===== config.mk =====
export PLATFORM = sky130hd
export DESIGN_NAME = vxa_host_flat
export DESIGN_NICKNAME = d
export VERILOG_FILES = /design/src/logic/vxa_pkg.sv /design/src/logic/vxa_bus_if.sv /design/src/logic/vxa_host.sv /design/src/flat_wrapper.sv
export VERILOG_INCLUDE_DIRS = /design/src /design/src/logic
export SDC_FILE = /design/constraint.sdc
export NUM_CORES = 1
export LEC_CHECK = 0
export BUFFER_PORTS_ARGS = -buffer_cell sky130_fd_sc_hd__buf_2
export CAP_MARGIN = 10
export CELL_PAD_IN_SITES_DETAIL_PLACEMENT = 1
export CELL_PAD_IN_SITES_GLOBAL_PLACEMENT = 1
export CORE_MARGIN = 1.5
export CORE_UTILIZATION = 39
export DETAILED_ROUTE_END_ITERATION = 6
export GPL_ROUTABILITY_DRIVEN = 0
export GPL_TIMING_DRIVEN = 0
export PLACE_DENSITY_LB_ADDON = 0.1
export SLEW_MARGIN = 5
export SYNTH_ARGS = -nofsm -noshare
export SYNTH_HDL_FRONTEND = slang
export SYNTH_SLANG_ARGS = --single-unit

===== constraint.sdc =====
create_clock -name i_ref_clk -period 2.35 [get_ports i_ref_clk]
set_clock_uncertainty 0.15 [all_clocks]
set_input_delay 0.47 -clock i_ref_clk [delete_from_list [all_inputs] [get_ports i_ref_clk]]
set_output_delay 0.47 -clock i_ref_clk [all_outputs]
set_load 0.02 [all_outputs]

===== src/logic/vxa_defs.svh =====
`ifndef VXA_DEFS_SVH
`define VXA_DEFS_SVH

// register-device region of the 16-bit space
`define VXA_REGION_TOP      2'b11
`define VXA_REGION_START    16'hC000
`define VXA_BLOCK_SHIFT     6
`define VXA_LA_DEFAULT      8'h18

// window of the 16-bit register region (C000 up) inside the master's 24-bit space
`define VXA_MAP_START       24'h1FC000
`define VXA_MAP_PAGE        10'h07F

// device register offsets within the 64-byte block
`define VXA_OFF_ID          6'h00
`define VXA_OFF_TYPE        6'h02
`define VXA_OFF_STATUS      6'h04
`define VXA_OFF_CONTROL     6'h04
`define VXA_OFF_COMMAND     6'h08
`define VXA_OFF_QUERY       6'h08
`define VXA_OFF_PARAM       6'h0A
`define VXA_OFF_DATA        6'h0C

// host command port offsets
`define VXA_H_ADDR          4'h0
`define VXA_H_WDATA         4'h1
`define VXA_H_CTRL          4'h2
`define VXA_H_STATUS        4'h3
`define VXA_H_RDATA         4'h4

// host control fields
`define VXA_CTRL_GO         0
`define VXA_CTRL_WRITE      1
`define VXA_CTRL_BYTE       2
`define VXA_CTRL_LOGICAL    3
`define VXA_CTRL_MAPPED     4

// host status fields
`define VXA_STAT_BUSY       0
`define VXA_STAT_DONE       1
`define VXA_STAT_NORESP     2
`define VXA_STAT_BADADDR    3

// cycles the host waits for an acknowledge
`define VXA_ACK_TIMEOUT     4'h8

`endif


===== src/logic/vxa_pkg.sv =====
`include "vxa_defs.svh"

package vxa_pkg;

	typedef enum logic [1:0] {
		VXA_IDLE,
		VXA_ISSUE,
		VXA_WAIT
	} vxa_host_state_t;

	// bare-bus base of a logical address setting
	function automatic logic [15:0] vxa_base_of(input logic [7:0] la);
		vxa_base_of = `VXA_REGION_START + {2'b00, la, 6'h00};
	endfunction

	// byte write lands in one lane: even address high byte, odd low byte
	function automatic logic [15:0] vxa_lane_merge(input logic [15:0] old,
	                                                input logic [15:0] wd,
	                                                input logic        byte_sz,
	                                                input logic        odd);
		if (!byte_sz) begin
			vxa_lane_merge = wd;
		end else if (odd) begin
			vxa_lane_merge = {old[15:8], wd[7:0]};
		end else begin
			vxa_lane_merge = {wd[7:0], old[7:0]};
		end
	endfunction

	// byte read returns the addressed lane in the low bits
	function automatic logic [15:0] vxa_lane_pick(input logic [15:0] r,
	                                               input logic        byte_sz,
	                                               input logic        odd);
		if (!byte_sz) begin
			vxa_lane_pick = r;
		end else if (odd) begin
			vxa_lane_pick = {8'h00, r[7:0]};
		end else begin
			vxa_lane_pick = {8'h00, r[15:8]};
		end
	endfunction

endpackage


===== src/logic/vxa_bus_if.sv =====
`timescale 1ns/1ps

interface vxa_bus_if;
	logic [15:0] addr;
	logic [15:0] wdata;
	logic        write;
	logic        read;
	logic        byte_sz;
	logic [15:0] rdata;
	logic        ack;

	modport device (
		input  addr,
		input  wdata,
		input  write,
		input  read,
		input  byte_sz,
		output rdata,
		output ack
	);

	modport host (
		output addr,
		output wdata,
		output write,
		output read,
		output byte_sz,
		input  rdata,
		input  ack
	);
endinterface


===== src/logic/vxa_host.sv =====
`timescale 1ns/1ps

`include "vxa_defs.svh"

module vxa_host (
	input  wire logic        i_ref_clk,
	input  wire logic        i_rst,
	vxa_bus_if.host          bus,
	input  wire logic [3:0]  i_addr,
	input  wire logic [31:0] i_wdata,
	input  wire logic        i_write,
	input  wire logic        i_read,
	output logic [31:0]      o_rdata
);

	////////////////////////////////////////////////////////////////////////////
	// command registers and bus sequencer

	vxa_pkg::vxa_host_state_t state;
	vxa_pkg::vxa_host_state_t next_state;

	logic [23:0] target;
	logic [15:0] wdata;
	logic [4:0]  ctrl;
	logic [3:0]  status;
	logic [15:0] rdata;
	logic [3:0]  wait_cnt;
	logic [23:0] next_target;
	logic [15:0] next_wdata;
	logic [4:0]  next_ctrl;
	logic [3:0]  next_status;
	logic [15:0] next_rdata;
	logic [3:0]  next_wait_cnt;
	logic [31:0] next_o_rdata;
	logic [15:0] next_addr;
	logic [15:0] next_bus_wdata;
	logic        next_write;
	logic        next_read;
	logic        next_byte;
	logic [15:0] a16;
	logic        addr_ok;
	logic        go;

	always_comb begin
		next_state     = state;
		next_target    = target;
		next_wdata     = wdata;
		next_ctrl      = ctrl;
		next_status    = status;
		next_rdata     = rdata;
		next_wait_cnt  = wait_cnt;
		next_addr      = bus.addr;
		next_bus_wdata = bus.wdata;
		next_write     = 1'b0;
		next_read      = 1'b0;
		next_byte      = bus.byte_sz;
		next_o_rdata   = 32'h0000_0000;
		a16            = target[15:0];
		addr_ok        = 1'b1;
		go             = 1'b0;
		// address forms: logical+offset, mapped 24-bit, or raw 16-bit
		if (ctrl[`VXA_CTRL_LOGICAL]) begin
			a16 = vxa_pkg::vxa_base_of(target[15:8]) + {10'h000, target[5:0]};
		end else if (ctrl[`VXA_CTRL_MAPPED]) begin
			a16     = {`VXA_REGION_TOP, target[13:0]};
			addr_ok = (target[23:14] == `VXA_MAP_PAGE);
		end
		if (i_read) begin
			case (i_addr)
				`VXA_H_ADDR:   next_o_rdata = {8'h00, target};
				`VXA_H_WDATA:  next_o_rdata = {16'h0000, wdata};
				`VXA_H_CTRL:   next_o_rdata = {27'h0, ctrl};
				`VXA_H_STATUS: next_o_rdata = {28'h0000000, status};
				`VXA_H_RDATA:  next_o_rdata = {16'h0000, rdata};
				default:       next_o_rdata = 32'h0000_0000;
			endcase
		end
		if (i_write && state == vxa_pkg::VXA_IDLE) begin
			case (i_addr)
				`VXA_H_ADDR:  next_target = i_wdata[23:0];
				`VXA_H_WDATA: next_wdata  = i_wdata[15:0];
				`VXA_H_CTRL: begin
					next_ctrl = i_wdata[4:0];
					go        = i_wdata[`VXA_CTRL_GO];
				end
				default: next_target = target;
			endcase
		end
		case (state)
			vxa_pkg::VXA_IDLE: begin
				if (go) begin
					next_status = 4'h0;
					next_state  = vxa_pkg::VXA_ISSUE;
					next_status[`VXA_STAT_BUSY] = 1'b1;
				end
			end
			vxa_pkg::VXA_ISSUE: begin
				if (!addr_ok) begin
					next_status[`VXA_STAT_BUSY]    = 1'b0;
					next_status[`VXA_STAT_DONE]    = 1'b1;
					next_status[`VXA_STAT_BADADDR] = 1'b1;
					next_state = vxa_pkg::VXA_IDLE;
				end else begin
					next_addr      = a16;
					next_bus_wdata = wdata;
					next_write     = ctrl[`VXA_CTRL_WRITE];
					next_read      = ~ctrl[`VXA_CTRL_WRITE];
					next_byte      = ctrl[`VXA_CTRL_BYTE];
					next_wait_cnt  = `VXA_ACK_TIMEOUT;
					next_state     = vxa_pkg::VXA_WAIT;
				end
			end
			vxa_pkg::VXA_WAIT: begin
				if (bus.ack) begin
					if (!ctrl[`VXA_CTRL_WRITE]) begin
						next_rdata = bus.rdata;
					end
					next_status[`VXA_STAT_BUSY] = 1'b0;
					next_status[`VXA_STAT_DONE] = 1'b1;
					next_state = vxa_pkg::VXA_IDLE;
				end else if (wait_cnt == 4'h1) begin
					next_status[`VXA_STAT_BUSY]   = 1'b0;
					next_status[`VXA_STAT_DONE]   = 1'b1;
					next_status[`VXA_STAT_NORESP] = 1'b1;
					next_state = vxa_pkg::VXA_IDLE;
				end else begin
					next_wait_cnt = wait_cnt - 4'h1;
				end
			end
			default: next_state = vxa_pkg::VXA_IDLE;
		endcase
	end

	always_ff @(posedge i_ref_clk) begin
		if (i_rst) begin
			state       <= vxa_pkg::VXA_IDLE;
			target      <= 24'h000000;
			wdata       <= 16'h0000;
			ctrl        <= 5'h00;
			status      <= 4'h0;
			rdata       <= 16'h0000;
			wait_cnt    <= 4'h0;
			o_rdata     <= 32'h0000_0000;
			bus.addr    <= 16'h0000;
			bus.wdata   <= 16'h0000;
			bus.write   <= 1'b0;
			bus.read    <= 1'b0;
			bus.byte_sz <= 1'b0;
		end else begin
			state       <= next_state;
			target      <= next_target;
			wdata       <= next_wdata;
			ctrl        <= next_ctrl;
			status      <= next_status;
			rdata       <= next_rdata;
			wait_cnt    <= next_wait_cnt;
			o_rdata     <= next_o_rdata;
			bus.addr    <= next_addr;
			bus.wdata   <= next_bus_wdata;
			bus.write   <= next_write;
			bus.read    <= next_read;
			bus.byte_sz <= next_byte;
		end
	end

endmodule


===== src/flat_wrapper.sv =====
// flat-port wrapper written by rule: the top's interface ports become plain ports
module vxa_host_flat 
  (i_ref_clk, i_rst, i_addr, i_wdata, i_write, i_read, o_rdata, bus_addr, bus_wdata, bus_write, bus_read, bus_byte_sz, bus_rdata, bus_ack);
  vxa_bus_if bus_i ();
  input  wire logic i_ref_clk;
  input  wire logic i_rst;
  input  wire logic [3:0] i_addr;
  input  wire logic [31:0] i_wdata;
  input  wire logic i_write;
  input  wire logic i_read;
  output logic [31:0] o_rdata;
  output wire logic [$bits(bus_i.addr)-1:0] bus_addr;
  output wire logic [$bits(bus_i.wdata)-1:0] bus_wdata;
  output wire logic [$bits(bus_i.write)-1:0] bus_write;
  output wire logic [$bits(bus_i.read)-1:0] bus_read;
  output wire logic [$bits(bus_i.byte_sz)-1:0] bus_byte_sz;
  input wire logic [$bits(bus_i.rdata)-1:0] bus_rdata;
  input wire logic [$bits(bus_i.ack)-1:0] bus_ack;
  assign bus_addr = bus_i.addr;
  assign bus_wdata = bus_i.wdata;
  assign bus_write = bus_i.write;
  assign bus_read = bus_i.read;
  assign bus_byte_sz = bus_i.byte_sz;
  assign bus_i.rdata = bus_rdata;
  assign bus_i.ack = bus_ack;
  vxa_host u_core (.i_ref_clk(i_ref_clk), .i_rst(i_rst), .bus(bus_i), .i_addr(i_addr), .i_wdata(i_wdata), .i_write(i_write), .i_read(i_read), .o_rdata(o_rdata));
endmodule

# ---- After elaboration in Yosys (flattened, before gate mapping)
# Index checks and enable logic that the tools add are counted.
dict set report word_totals {
  register_bits 138
  out_inout_bits 67
  wordCells 81
}
dict set report classes {
  addsub 3
  n_eq_ne 15
  muxes 25
  bitwise_logic 4
  reduce_logical 19
}
# op count
set ops {}
lappend ops {{one-hot mux 24 bit (5 select lines)} 1}
lappend ops {{2-to-1 mux 16 bit} 2}
lappend ops {{adder 15 x 15 -> 16 bit (first input constant)} 1}
lappend ops {{adder 16 x 6 -> 16 bit} 1}
lappend ops {{2-to-1 mux 4 bit} 4}
lappend ops {{2-to-1 mux 2 bit} 6}
lappend ops {{one-hot mux 2 bit (3 select lines)} 2}
lappend ops {{AND reduction 4 bit} 3}
lappend ops {{== test 10 x 7 -> 1 bit (second input constant)} 1}
lappend ops {{AND reduction 2 bit} 5}
lappend ops {{== test 4 x 1 -> 1 bit (second input constant)} 2}
lappend ops {{== test 4 x 2 -> 1 bit (second input constant)} 2}
lappend ops {{one-hot mux 4 bit (2 select lines)} 1}
lappend ops {{2-to-1 mux 1 bit} 6}
lappend ops {{inequality test 2 x 1 -> 1 bit (second input constant)} 3}
lappend ops {{inequality test 2 bit (second input constant)} 3}
lappend ops {{AND reduction 3 bit} 2}
lappend ops {{nonzero test 2 bit} 3}
lappend ops {{== test 4 x 3 -> 1 bit (second input constant)} 1}
lappend ops {{zero test 4 bit} 1}
lappend ops {{NOT 1 bit} 4}
lappend ops {{one-hot mux 1 bit (2 select lines)} 2}
lappend ops {{subtractor 4 x 1 -> 4 bit (second input constant)} 1}
lappend ops {{2-to-1 mux 3 bit} 1}
lappend ops {{other kinds (8)} 8}

# ---- Longest topological paths before layout
# Gate-level depths: netlist of run 1.
dict set report logic_depth {
  ltp_word 5
  mapped_depth 7
  depth_no_buf 6
}

# ---- Worst setup path before layout of run 1
# Ideal clock, no wire load.
dict set report synth_timing {
  path_type {reg2reg}
  start {register u_core.state[1]}
  end {register u_core.wait_cnt[2]}
  setup_time_ps 74
  t_arrival_ps 1728
  required_time_ps 2126
  path_slack_ps 397
  path_stages_with_launch 8
  n_path_buf 1
  synth_period_minus_slack_ps 1953
  cell_sequence {dfxtp_1 -> inv_1 -> ha_1 -> clkbuf_1 -> and3b_1 -> o31a_1 -> or4_1 -> a31oi_1}
}
dict set report synth_between {
  elab_chain_len 3
  elab_cells_between_ends 8
}
# item line
set synth_lines {}
lappend synth_lines {{start, declared} vxa_host.sv:19} ;# vxa_pkg::vxa_host_state_t state;
lappend synth_lines {{start signal, assigned} vxa_host.sv:136} ;# state <= vxa_pkg::VXA_IDLE;
lappend synth_lines {{start signal, assigned} vxa_host.sv:150} ;# state <= next_state;
lappend synth_lines {{== test 2 bit or == test 2 x 1 -> 1 bit (tied branches)} vxa_host.sv:89} ;# case (state)
lappend synth_lines {{inequality test 2 bit (no source line) (tied with other cells)} -}
lappend synth_lines {{AND reduction 4 bit (no source line)} -}
lappend synth_lines {{end signal, assigned} vxa_host.sv:156} ;# wait_cnt <= next_wait_cnt;
lappend synth_lines {{end, declared} vxa_host.sv:27} ;# logic [3:0] wait_cnt;
# Parallel ways exist; a longest one is shown, timed or not.
# A chain may end at the register's enable or synchronous reset.

# ---- Worst setup path in the final report of run 1
dict set report layout_timing {
  start {input i_addr[3]}
  end {register u_core.target[5]}
}
dict set report layout_between {
  elab_chain_len 2
}
# item line
set layout_lines {}
lappend layout_lines {{start, declared} flat_wrapper.sv:7} ;# input wire logic [3:0] i_addr;
lappend layout_lines {{zero test 4 bit} vxa_host.sv:79} ;# case (i_addr)
lappend layout_lines {{AND reduction 2 bit (no source line)} -}
lappend layout_lines {{end signal, assigned} vxa_host.sv:151} ;# target <= next_target;
lappend layout_lines {{end, declared} vxa_host.sv:22} ;# logic [23:0] target;
# Every way passes these cells.

==> reports/metrics.csv, run 1 <==
stage;metric;value;unit
logic_synthesis;Synth Area in Adders;1.69;%
global_route;vias in the first global route;5141;
routing;DRT iter0 DRCs;334;
logic_synthesis;Netlist cell types;50;
layout;Layout area overhead;28.0;%
run_status;failing checks;design-rule violations;
logic_synthesis;Avg Synthesized Cell Area;8.78;µm²
min_path;Hold EP;u_core.target[17];
floorplanning;Die W;118;µm
logic_synthesis;Seq/Total Area, Yosys;50.3;%
clock_tree;CTS tree;yes;
routing;DRC;2;
layout;fraction of layout cells with a size suffix above 1;23.9;%
routing;antenna-violating nets left;0;
floorplanning;core area;12800;µm²
setup_path;Worst R2R Path Depth;7;
sta;Max-slew headroom;39.0;%
layout;Fill cells;1559;
logic_synthesis;Syn. warnings;0;
pwr;peak supply drop;0.510;mV
min_path;HP Start;i_wdata[17];
sta;maximum clock rate;440;MHz
setup_path;Critical Path AT;2400;ps
routing;Vias;5004;
sta;Final Hold Slack;131;ps
logic_synthesis;post-synthesis compound-gate area fraction;20.3;%
sta;Final Setup Violations;0;
sta;Period Utilization, post-route;96.6;%
routing;vias per cell;5.49;
placement;Final HPWL DP;12800;µm
sta;final hold viol count;0;
floorplanning;Initial Util;40.5;%
logic_synthesis;predominant post-synthesis flop cell;dfxtp_1;
pwr;overall power;6.01;mW
sta;RSZ-0062 raised after global routing;false;
sta;Slew Viols, Final;0;
clock_tree;CTS HTree Levels;4;
logic_synthesis;largest family of logic cells by synthesized area;compound AO/OA/AOI/OAI gates;
sta;Slew @ Worst Pin;913;ps
global_route;largest net degree at the start of global routing;17;
logic_synthesis;asr flop ratio synth;0;%
setup_path;reg2reg start;u_core.state[1];
clock_tree;clk sinks;130;
clock_tree;Root Buffer;clkbuf_16;
logic_synthesis;Synth Instances;589;
sta;TNS Setup;0;ps
clock_tree;Clock Path Buffers;2;
routing;final wirelength;17900;µm
logic_synthesis;#FFs+latches synth;130;
placement;placed insts;875;
setup_path;CP required;2480;ps
layout;Final Non-Filler Cells;912;
floorplanning;Die Y;118;µm
global_route;global-route wire length before repair;28000;µm
global_route;initial antenna violation count;0;
logic_synthesis;Synth Area in Simple Gates;19.6;%
logic_synthesis;Post-synth EDFFs;0;
clock_tree;total CTS buffers;17;
logic_synthesis;xor and xnor area share after synthesis;0;%
setup_path;R2R setup slack;180;ps
setup_path;crit-path max FO;10;
job;MaxCap Viol Count;0;
placement;# port buffers;107;
floorplanning;row count;41;
pwr;pwr dens;909;nW/µm²
layout;ANT cells;0;
floorplanning;I/O pins;124;
routing;WL per Instance;19.6;µm
setup_path;Startpoint Class;input port;
global_route;GR Overflow Total;0;
clock_tree;Skew-Pair Late Insertion Delay;430;ps
min_path;min-delay worst type;in -> reg;
clock_tree;clk slew on worst S/H paths;60;ps
logic_synthesis;synthesized cell area;5170;µm²
min_path;WHS Path Cells;3;
logic_synthesis;mux cell area share after synthesis;2.93;%
global_route;Tot GR Track Use;26.1;%
setup_path;Critical Path End Type;register;
pwr;Leakage;2.54;nW
layout;nets;791;
sta;Final Critical Period;2270;ps
setup_path;reg2reg end;u_core.wait_cnt[2];
setup_path;Setup Crit Path Kind;in -> reg;
routing;Initial DRT Pass Iterations;7;
run_status;status;finished, violations left;
floorplanning;die area;14000;µm²
logic make-up (layout without fill, tap and decap cells):
| family | count (synthesis) | in the layout |
|---|---|---|
| other | 1 | 8 |
| buffers and inverters | 55 | 199 |
| multiplexers | 15 | 15 |
| flip-flops | 130 | 130 |
| AND/OR/NAND/NOR | 207 | 207 |
| AO/OA/AOI/OAI | 174 | 174 |
| adder cells (fa/ha/maj) | 7 | 7 |
stage by stage:
stage,utilization [%],setup WS (ps),instance area (µm²)
finish,51.8,79.6,6620
global route,51.8,17.8,6620
CTS,51.3,36.5,6560
detailed placement,46.6,-328,5950
global placement,46.6,-235,5950
floorplan,-,397,5200
where the power goes:
part | switching, mW | total [mW] | internal, mW
clock | 0.971 | 2.71 | 1.74
sequential | 0.0755 | 2.39 | 2.31
combinational | 0.631 | 0.914 | 0.283
total | 1.68 | 6.01 | 4.33
sequential cells by signal (all words and copies together) (netlist names):
register	count
u_core.bus.byte_sz	1
u_core.bus.write	1
u_core.wdata	16
u_core.ctrl	5
u_core.status	4
u_core.o_rdata	24
u_core.bus.read	1
u_core.state	2
u_core.bus.wdata	16
u_core.target	24
u_core.wait_cnt	4
u_core.bus.addr	16
u_core.rdata	16
cell usage in the layout, fill, tap and decap left out, types with 3 or more instances in the layout:
cell / Yosys / layout
buf_2: 8 / 116
a211oi_1: 10 / 10
a222oi_1: 16 / 16
nor3_1: 3 / 3
a311oi_1: 3 / 3
dfxtp_1: 130 / 130
nand2b_1: 3 / 3
conb_1: 1 / 8
bufinv_16: 0 / 3
a31oi_1: 3 / 3
a22oi_1: 4 / 4
mux2i_1: 14 / 14
inv_1: 7 / 7
a21oi_1: 99 / 99
and2_1: 9 / 9
clkbuf_8: 0 / 3
nand3_1: 26 / 26
clkbuf_1: 27 / 26
and3_1: 3 / 3
clkinv_2: 0 / 7
ha_1: 7 / 7
o21ai_0: 29 / 29
nand2_1: 118 / 118
nor2_1: 19 / 19
clkbuf_16: 0 / 17
buf_4: 12 / 16
nand4_1: 3 / 3
repair_timing:
item	in CTS	in global routing
hold buffers	0	0
pin swaps	0	1
resized for setup	2	4
buffers inserted	0	5
endpoints found under the setup margin	10	14
endpoints found under the hold margin	0	0
per-layer routing:
layer | vias up | GRT usage, % | routed length, µm | part of all wire (%)
met2 | 163 | 45.4 | 9080 | 51
met4 | 0 | 10.9 | 474 | 2.7
li1 | 2344 | - | - | -
met3 | 41 | 5.98 | 861 | 4.8
met5 | - | 0 | 0 | 0
met1 | 2456 | 30.8 | 7440 | 42
cell type report:
| cell class | count | area [µm²] | share of cell area [%] |
|---|---|---|---|
| plain buffers | 48 | 238 | 3.59 |
| clock buffers | 21 | 470 | 7.11 |
| clock inverters | 11 | 134 | 2.02 |
| inverters | 7 | 26.3 | 0.397 |
| multi-input cells | 411 | 2340 | 35.4 |
| flip-flops and latches | 130 | 2600 | 39.3 |
| well taps | 172 | 215 | 3.25 |
| repair buffers | 112 | 586 | 8.85 |
critical path, stage by stage:
cell      delay (ps)
buf_2            170
nor4_4           710
nand3_1          390
clkbuf_1         390
nand2_1          170
a21oi_1           80
Yosys cell counts (2+ instances only):
library cell  count  area (µm²)
a211oi_1         10        75.1
a21oi_1          99         495
a222oi_1         16         160
a22oi_1           4        30.0
a311oi_1          3        26.3
a31oi_1           3        18.8
and2_1            9        56.3
and3_1            3        18.8
and3b_1           2        17.5
buf_2             8        40.0
buf_4            12        90.1
clkbuf_1         27         101
dfxtp_1         130        2600
ha_1              7        87.6
inv_1             7        26.3
mux2i_1          14         140
nand2_1         118         443
nand2b_1          3        18.8
nand3_1          26         130
nand3b_1          2        15.0
nand4_1           3        18.8
nor2_1           19        71.3
nor2b_1           2        12.5
nor3_1            3        15.0
nor3b_1           3        22.5
nor4b_4           2        47.6
o21ai_0          29         145
o31a_1            2        17.5
o31ai_1           2        15.0
worst max path at each step:
stage	from	to	slack [ps]	depth (start not counted)
after floorplan	u_core.state[1]	u_core.wait_cnt[2]	400	7
after global placement	i_addr[3]	u_core.target[3]	-240	6
after detailed placement	i_addr[3]	u_core.target[5]	-330	6
after CTS	u_core.state[1]	u_core.wait_cnt[2]	40	7
after global routing	u_core.ctrl[4]	u_core.bus.wdata[10]	20	5
final	i_addr[3]	u_core.target[5]	80	6
No activity file was read; power rests on OpenSTA's default activity.
==> inputs of run 2 (changes only) <==
Settings changed: CORE_MARGIN 1.5 to 5, CORE_UTILIZATION 39 to 36.
Clock period 2.35 ns to 1.9 ns, I/O delays scaled along.
==> run 2 against run 1 <==
- the run now ends clean
- register-to-register slack worse by 140 ps
- count of clock-buffer cells in the layout up 4
- non-clock buffer count up 10
- sequential power up 25%
- flip-flop and latch count unchanged
- largest power group is now registers
- highest routed layer unchanged
==> reports/metrics.csv, run 2 (synthesized netlist as in run 1, its figures left out) <==
stage;metric;value;unit
setup_path;CP required;2090;ps
layout;ANT cells;0;
clock_tree;clk sinks;130;
global_route;largest net degree at the start of global routing;17;
sta;Final Hold Slack;46.3;ps
routing;antenna-violating nets left;0;
setup_path;Critical Path End Type;register;
layout;Fill cells;1684;
sta;Slew Viols, Final;0;
run_status;status;finished, final reports clean;
floorplanning;I/O pins;124;
sta;Final Critical Period;1860;ps
routing;final wirelength;18100;µm
layout;fraction of layout cells with a size suffix above 1;27.9;%
pwr;Leakage;2.59;nW
pwr;pwr dens;1060;nW/µm²
layout;Final Non-Filler Cells;928;
floorplanning;core area;14000;µm²
placement;Final HPWL DP;13400;µm
routing;Initial DRT Pass Iterations;6;
layout;nets;801;
pwr;overall power;7.11;mW
routing;vias per cell;5.36;
clock_tree;clk slew on worst S/H paths;50;ps
layout;commonest cells after routing, fill and taps aside;dfxtp_1 (123), nand2_1 (117), buf_2 (112), a21oi_1 (99);
routing;DRC;0;
clock_tree;total CTS buffers;17;
floorplanning;row count;43;
clock_tree;CTS tree;yes;
placement;placed insts;883;
global_route;GR Overflow Total;0;
sta;RSZ-0062 raised after global routing;true;
sta;Slew @ Worst Pin;812;ps
routing;WL per Instance;19.5;µm
clock_tree;CTS HTree Levels;4;
sta;Max-slew headroom;45.7;%
sta;final hold viol count;0;
floorplanning;die area;16900;µm²
setup_path;crit-path max FO;4;
layout;Layout area overhead;30.3;%
global_route;initial antenna violation count;0;
floorplanning;Initial Util;37.0;%
sta;Final Setup Violations;0;
clock_tree;Root Buffer;clkbuf_16;
setup_path;Critical Path AT;2040;ps
pwr;peak supply drop;0.730;mV
floorplanning;Die W;130;µm
routing;DRT iter0 DRCs;394;
layout;most common cell after layout, fill and taps aside;dfxtp_1;
routing;Vias;4972;
clock_tree;Clock Path Buffers;2;
layout;top flop regs;u_core.o_rdata: 24 flops, u_core.target: 24 flops;
global_route;Tot GR Track Use;21.9;%
sta;Period Utilization, post-route;97.7;%
sta;maximum clock rate;539;MHz
placement;# port buffers;107;
floorplanning;Die Y;130;µm
setup_path;Startpoint Class;register;
setup_path;Setup Crit Path Kind;reg -> reg;
clock_tree;Skew-Pair Late Insertion Delay;420;ps
job;MaxCap Viol Count;0;
global_route;vias in the first global route;5169;
min_path;min-delay worst type;in -> reg;
global_route;global-route wire length before repair;28200;µm
run 2: cell count changes in the layout (fill, tap and decap cells not counted), sizes merged:
cell,change
clkinv,-5
clkbuf,+6
buf,+8
clkinvlp,+2
bufinv,-3
run 2: final timing paths:
check                        from  slack [ps]            endpoint  cells past startpoint
setup / recovery  u_core.state[0]          40  u_core.wait_cnt[2]                      6
hold / removal        i_wdata[18]          50   u_core.target[18]                      3
hold reg to reg   u_core.rdata[6]         310     u_core.rdata[6]                      2
setup reg to reg  u_core.state[0]          40  u_core.wait_cnt[2]                      6
run 2: power by group:
group | switching [mW] | internal (mW) | total (mW)
Sequential | 0.115 | 2.87 | 2.98
Combinational | 0.777 | 0.462 | 1.24
Clock | 1.14 | 1.75 | 2.89
run 2: metal layers:
metal	up-vias	routed length, µm	GRT usage, %	share of wire, %
met2	134	8780	36.6	49
met3	29	931	4.09	5.1
li1	2369	-	-	-
met1	2440	8060	28.7	45
met5	-	0	0	0
met4	0	307	7.21	1.7
run 2: final cells by class:
type	count	area, µm²	area share [%]
multi-input combinational	411	2420	35.9
tap	180	225	3.34
clock inverter	5	30.0	0.446
sequential	130	2620	38.8
buffer	48	283	4.20
clock buffer	25	485	7.21
timing repair buffer	122	652	9.68
inverter	7	28.8	0.427
run 2: critical path: stages (launching register included):
cell	delay, ps
dfxtp_4	390
inv_4	60
ha_4	270
a21boi_4	180
nand2_2	90
or4_1	500
a31oi_1	140
run 2: timing repair:
| item | in CTS | in global routing |
|---|---|---|
| hold buffers | 0 | 0 |
| endpoints found under the setup margin | 86 | 75 |
| pin swaps | 6 | 7 |
| buffers inserted | 10 | 5 |
| gates resized for setup | 23 | 39 |
run 2: metrics by stage:
step | utilization (%) | worst slack, ps | instance area, µm² | TNS [ps]
finish | 48.2 | 43.9 | 6740 | 0
global route | 48.2 | -25.7 | 6740 | -80.3
CTS | 47.2 | -76.5 | 6600 | -234
detailed placement | 42.7 | -664 | 5970 | -48410
global placement | 42.7 | -631 | 5970 | -44510
floorplan | - | 3.20 | 5210 | 0
==> inputs of run 3 (changes only) <==
Settings changed: CORE_ASPECT_RATIO set to 0.8.
Clock period 1.9 ns to 1.7 ns, I/O delays scaled along.
==> run 3 against run 2 <==
- clock power grew 26%
- global-route usage increased by 1.1 points
- maximum frequency up 1.5%
- cell count grew 3.2%
- non-clock buffer count is 23 higher
- critical path type unchanged
- utilization rose by 4.6 points
- sequential share of layout area is 3.7 points lower
- first-iteration DRC count is 2.8% lower
- cell area rose by 11%
- combinational power grew 37%
- setup slack got worse by 170 ps
- the flow now finishes with violations (negative setup slack)
==> reports/metrics.csv, run 3 (synthesized netlist as in run 1, its figures left out) <==
stage;metric;value;unit
pwr;Leakage;2.86;nW
setup_path;Worst R2R Path Depth;7;
sta;TNS Setup;-1480;ps
routing;final wirelength;19700;µm
floorplanning;row count;39;
sta;RSZ-0062 raised after global routing;true;
floorplanning;Initial Util;36.4;%
setup_path;reg2reg end;u_core.wait_cnt[2];
setup_path;reg2reg start;u_core.state[1];
layout;commonest cells after routing, fill and taps aside;dfxtp_1 (117), nand2_1 (112), buf_2 (110), a21oi_1 (72), buf_4 (35);
sta;final hold viol count;0;
sta;Final Critical Period;1830;ps
setup_path;Critical Path End Type;register;
job;MaxCap Viol Count;0;
setup_path;CP Launch Point;u_core.state[1];
clock_tree;Clock Path Buffers;2;
clock_tree;total CTS buffers;17;
sta;Final Setup Violations;40;
global_route;GR Overflow Total;0;
setup_path;Critical Path AT;2030;ps
floorplanning;die area;16900;µm²
pwr;peak supply drop;0.781;mV
routing;DRT iter0 DRCs;383;
layout;nets;825;
sta;maximum clock rate;547;MHz
routing;Initial DRT Pass Iterations;5;
layout;top flop regs;u_core.o_rdata: 24 flops, u_core.target: 24 flops;
floorplanning;core area;14200;µm²
layout;Fill cells;1659;
setup_path;CP required;1900;ps
floorplanning;Die W;144;µm
placement;# port buffers;107;
layout;fraction of layout cells with a size suffix above 1;38.9;%
global_route;largest net degree at the start of global routing;17;
floorplanning;I/O pins;124;
clock_tree;Root Buffer;clkbuf_16;
clock_tree;CTS HTree Levels;4;
routing;vias per cell;5.43;
setup_path;Setup Crit Path Kind;reg -> reg;
setup_path;Startpoint Class;register;
sta;crit path setup slack, layout;-129;ps
run_status;failing checks;negative setup slack;
global_route;vias in the first global route;5361;
placement;Final HPWL DP;13300;µm
setup_path;crit-path max FO;6;
setup_path;R2R setup slack;-130;ps
min_path;min-delay worst type;in -> reg;
routing;WL per Instance;20.6;µm
layout;Layout area overhead;44.8;%
clock_tree;CTS tree;yes;
pwr;overall power;8.69;mW
sta;Slew @ Worst Pin;883;ps
layout;ANT cells;0;
global_route;Tot GR Track Use;23.0;%
run_status;status;finished, violations left;
pwr;pwr dens;1160;nW/µm²
min_path;HP Start;bus_rdata[3];
min_path;WHS Path Cells;3;
routing;Vias;5204;
min_path;Hold EP;u_core.rdata[3];
clock_tree;clk slew on worst S/H paths;60;ps
floorplanning;Die Y;117;µm
global_route;initial antenna violation count;0;
sta;Slew Viols, Final;0;
clock_tree;Skew-Pair Late Insertion Delay;420;ps
routing;DRC;0;
sta;Period Utilization, post-route;108;%
layout;most common cell after layout, fill and taps aside;dfxtp_1;
clock_tree;clk sinks;130;
routing;antenna-violating nets left;0;
sta;Max-slew headroom;40.3;%
global_route;global-route wire length before repair;29200;µm
==> run 3: cell types whose count changed in the layout (fill, tap and decap cells not counted), sizes merged <==
cell / previous run / this run
buf: 142 / 161
bufinv: 0 / 2
clkbuf: 53 / 49
clkinv: 3 / 6
clkinvlp: 2 / 1
dlygate4sd3: 0 / 6
nor2: 20 / 21
==> run 3: worst max-delay path by stage <==
| stage | endpoint | slack [ps] |
|---|---|---|
| 2_1_floorplan | u_core.wait_cnt[2] | -30 |
| 6_report | u_core.wait_cnt[2] | -130 |
| 3_3_place_gp | u_core.target[2] | -860 |
| 3_5_place_dp | u_core.target[22] | -910 |
| 5_1_grt | u_core.wait_cnt[2] | -210 |
| 4_1_cts | u_core.wait_cnt[2] | -120 |
==> run 3: area by class of cell <==
class / instances / area [µm²] / share of cell area, %
buffer: 47 / 349 / 4.66
clock buffer: 23 / 478 / 6.38
clock inverter: 9 / 105 / 1.40
inverter: 7 / 31.3 / 0.418
multi-input combinational: 412 / 2770 / 36.9
sequential: 130 / 2630 / 35.1
tap: 184 / 230 / 3.07
timing repair buffer: 146 / 898 / 12.0
==> run 3: what timing repair did <==
item                                    4_1_cts  5_1_grt
buffers inserted                             25        6
hold buffers                                  6        0
gates cloned                                  1        3
pin swaps                                    23       21
gates resized for setup                      77       90
endpoints found under the setup margin      114       83
endpoints found under the hold margin         6        0
==> run 3: critical path, cell delays in order, from the launching register on <==
cell	delay (ps)
dfxtp_4	370
inv_4	50
ha_4	160
clkbuf_16	150
and3b_1	180
o31a_1	130
or4_1	400
a31oi_1	160
==> run 3: through the flow <==
| step | setup WS [ps] | std cells | utilization (%) | hold WS (ps) | area (µm²) |
|---|---|---|---|---|---|
| 5_1_grt | -212 | 958 | 52.7 | 2.98 | 7490 |
| 6_report | -129 | 958 | 52.7 | 3.28 | 7490 |
| 4_1_cts | -119 | 951 | 49.9 | 0.656 | 7080 |
| 3_5_place_dp | -905 | 887 | 42.4 | 304 | 6030 |
| 2_1_floorplan | -27.7 | 596 | - | 286 | 5260 |
| 3_3_place_gp | -855 | 887 | 42.4 | 299 | 6030 |
==> run 3: layer usage <==
metal	global-route usage (%)	up-vias	wire (µm)
li1	-	2424	-
met1	30.5	2572	8740
met2	36.8	182	9250
met3	6.66	26	1420
met4	6.78	0	308
met5	0	-	0
==> run 3: power breakdown <==
part	leakage, nW	switching [mW]	internal, mW
clock	0.287	1.36	2.27
combinational	1.52	1.03	0.670
sequential	1.06	0.151	3.20
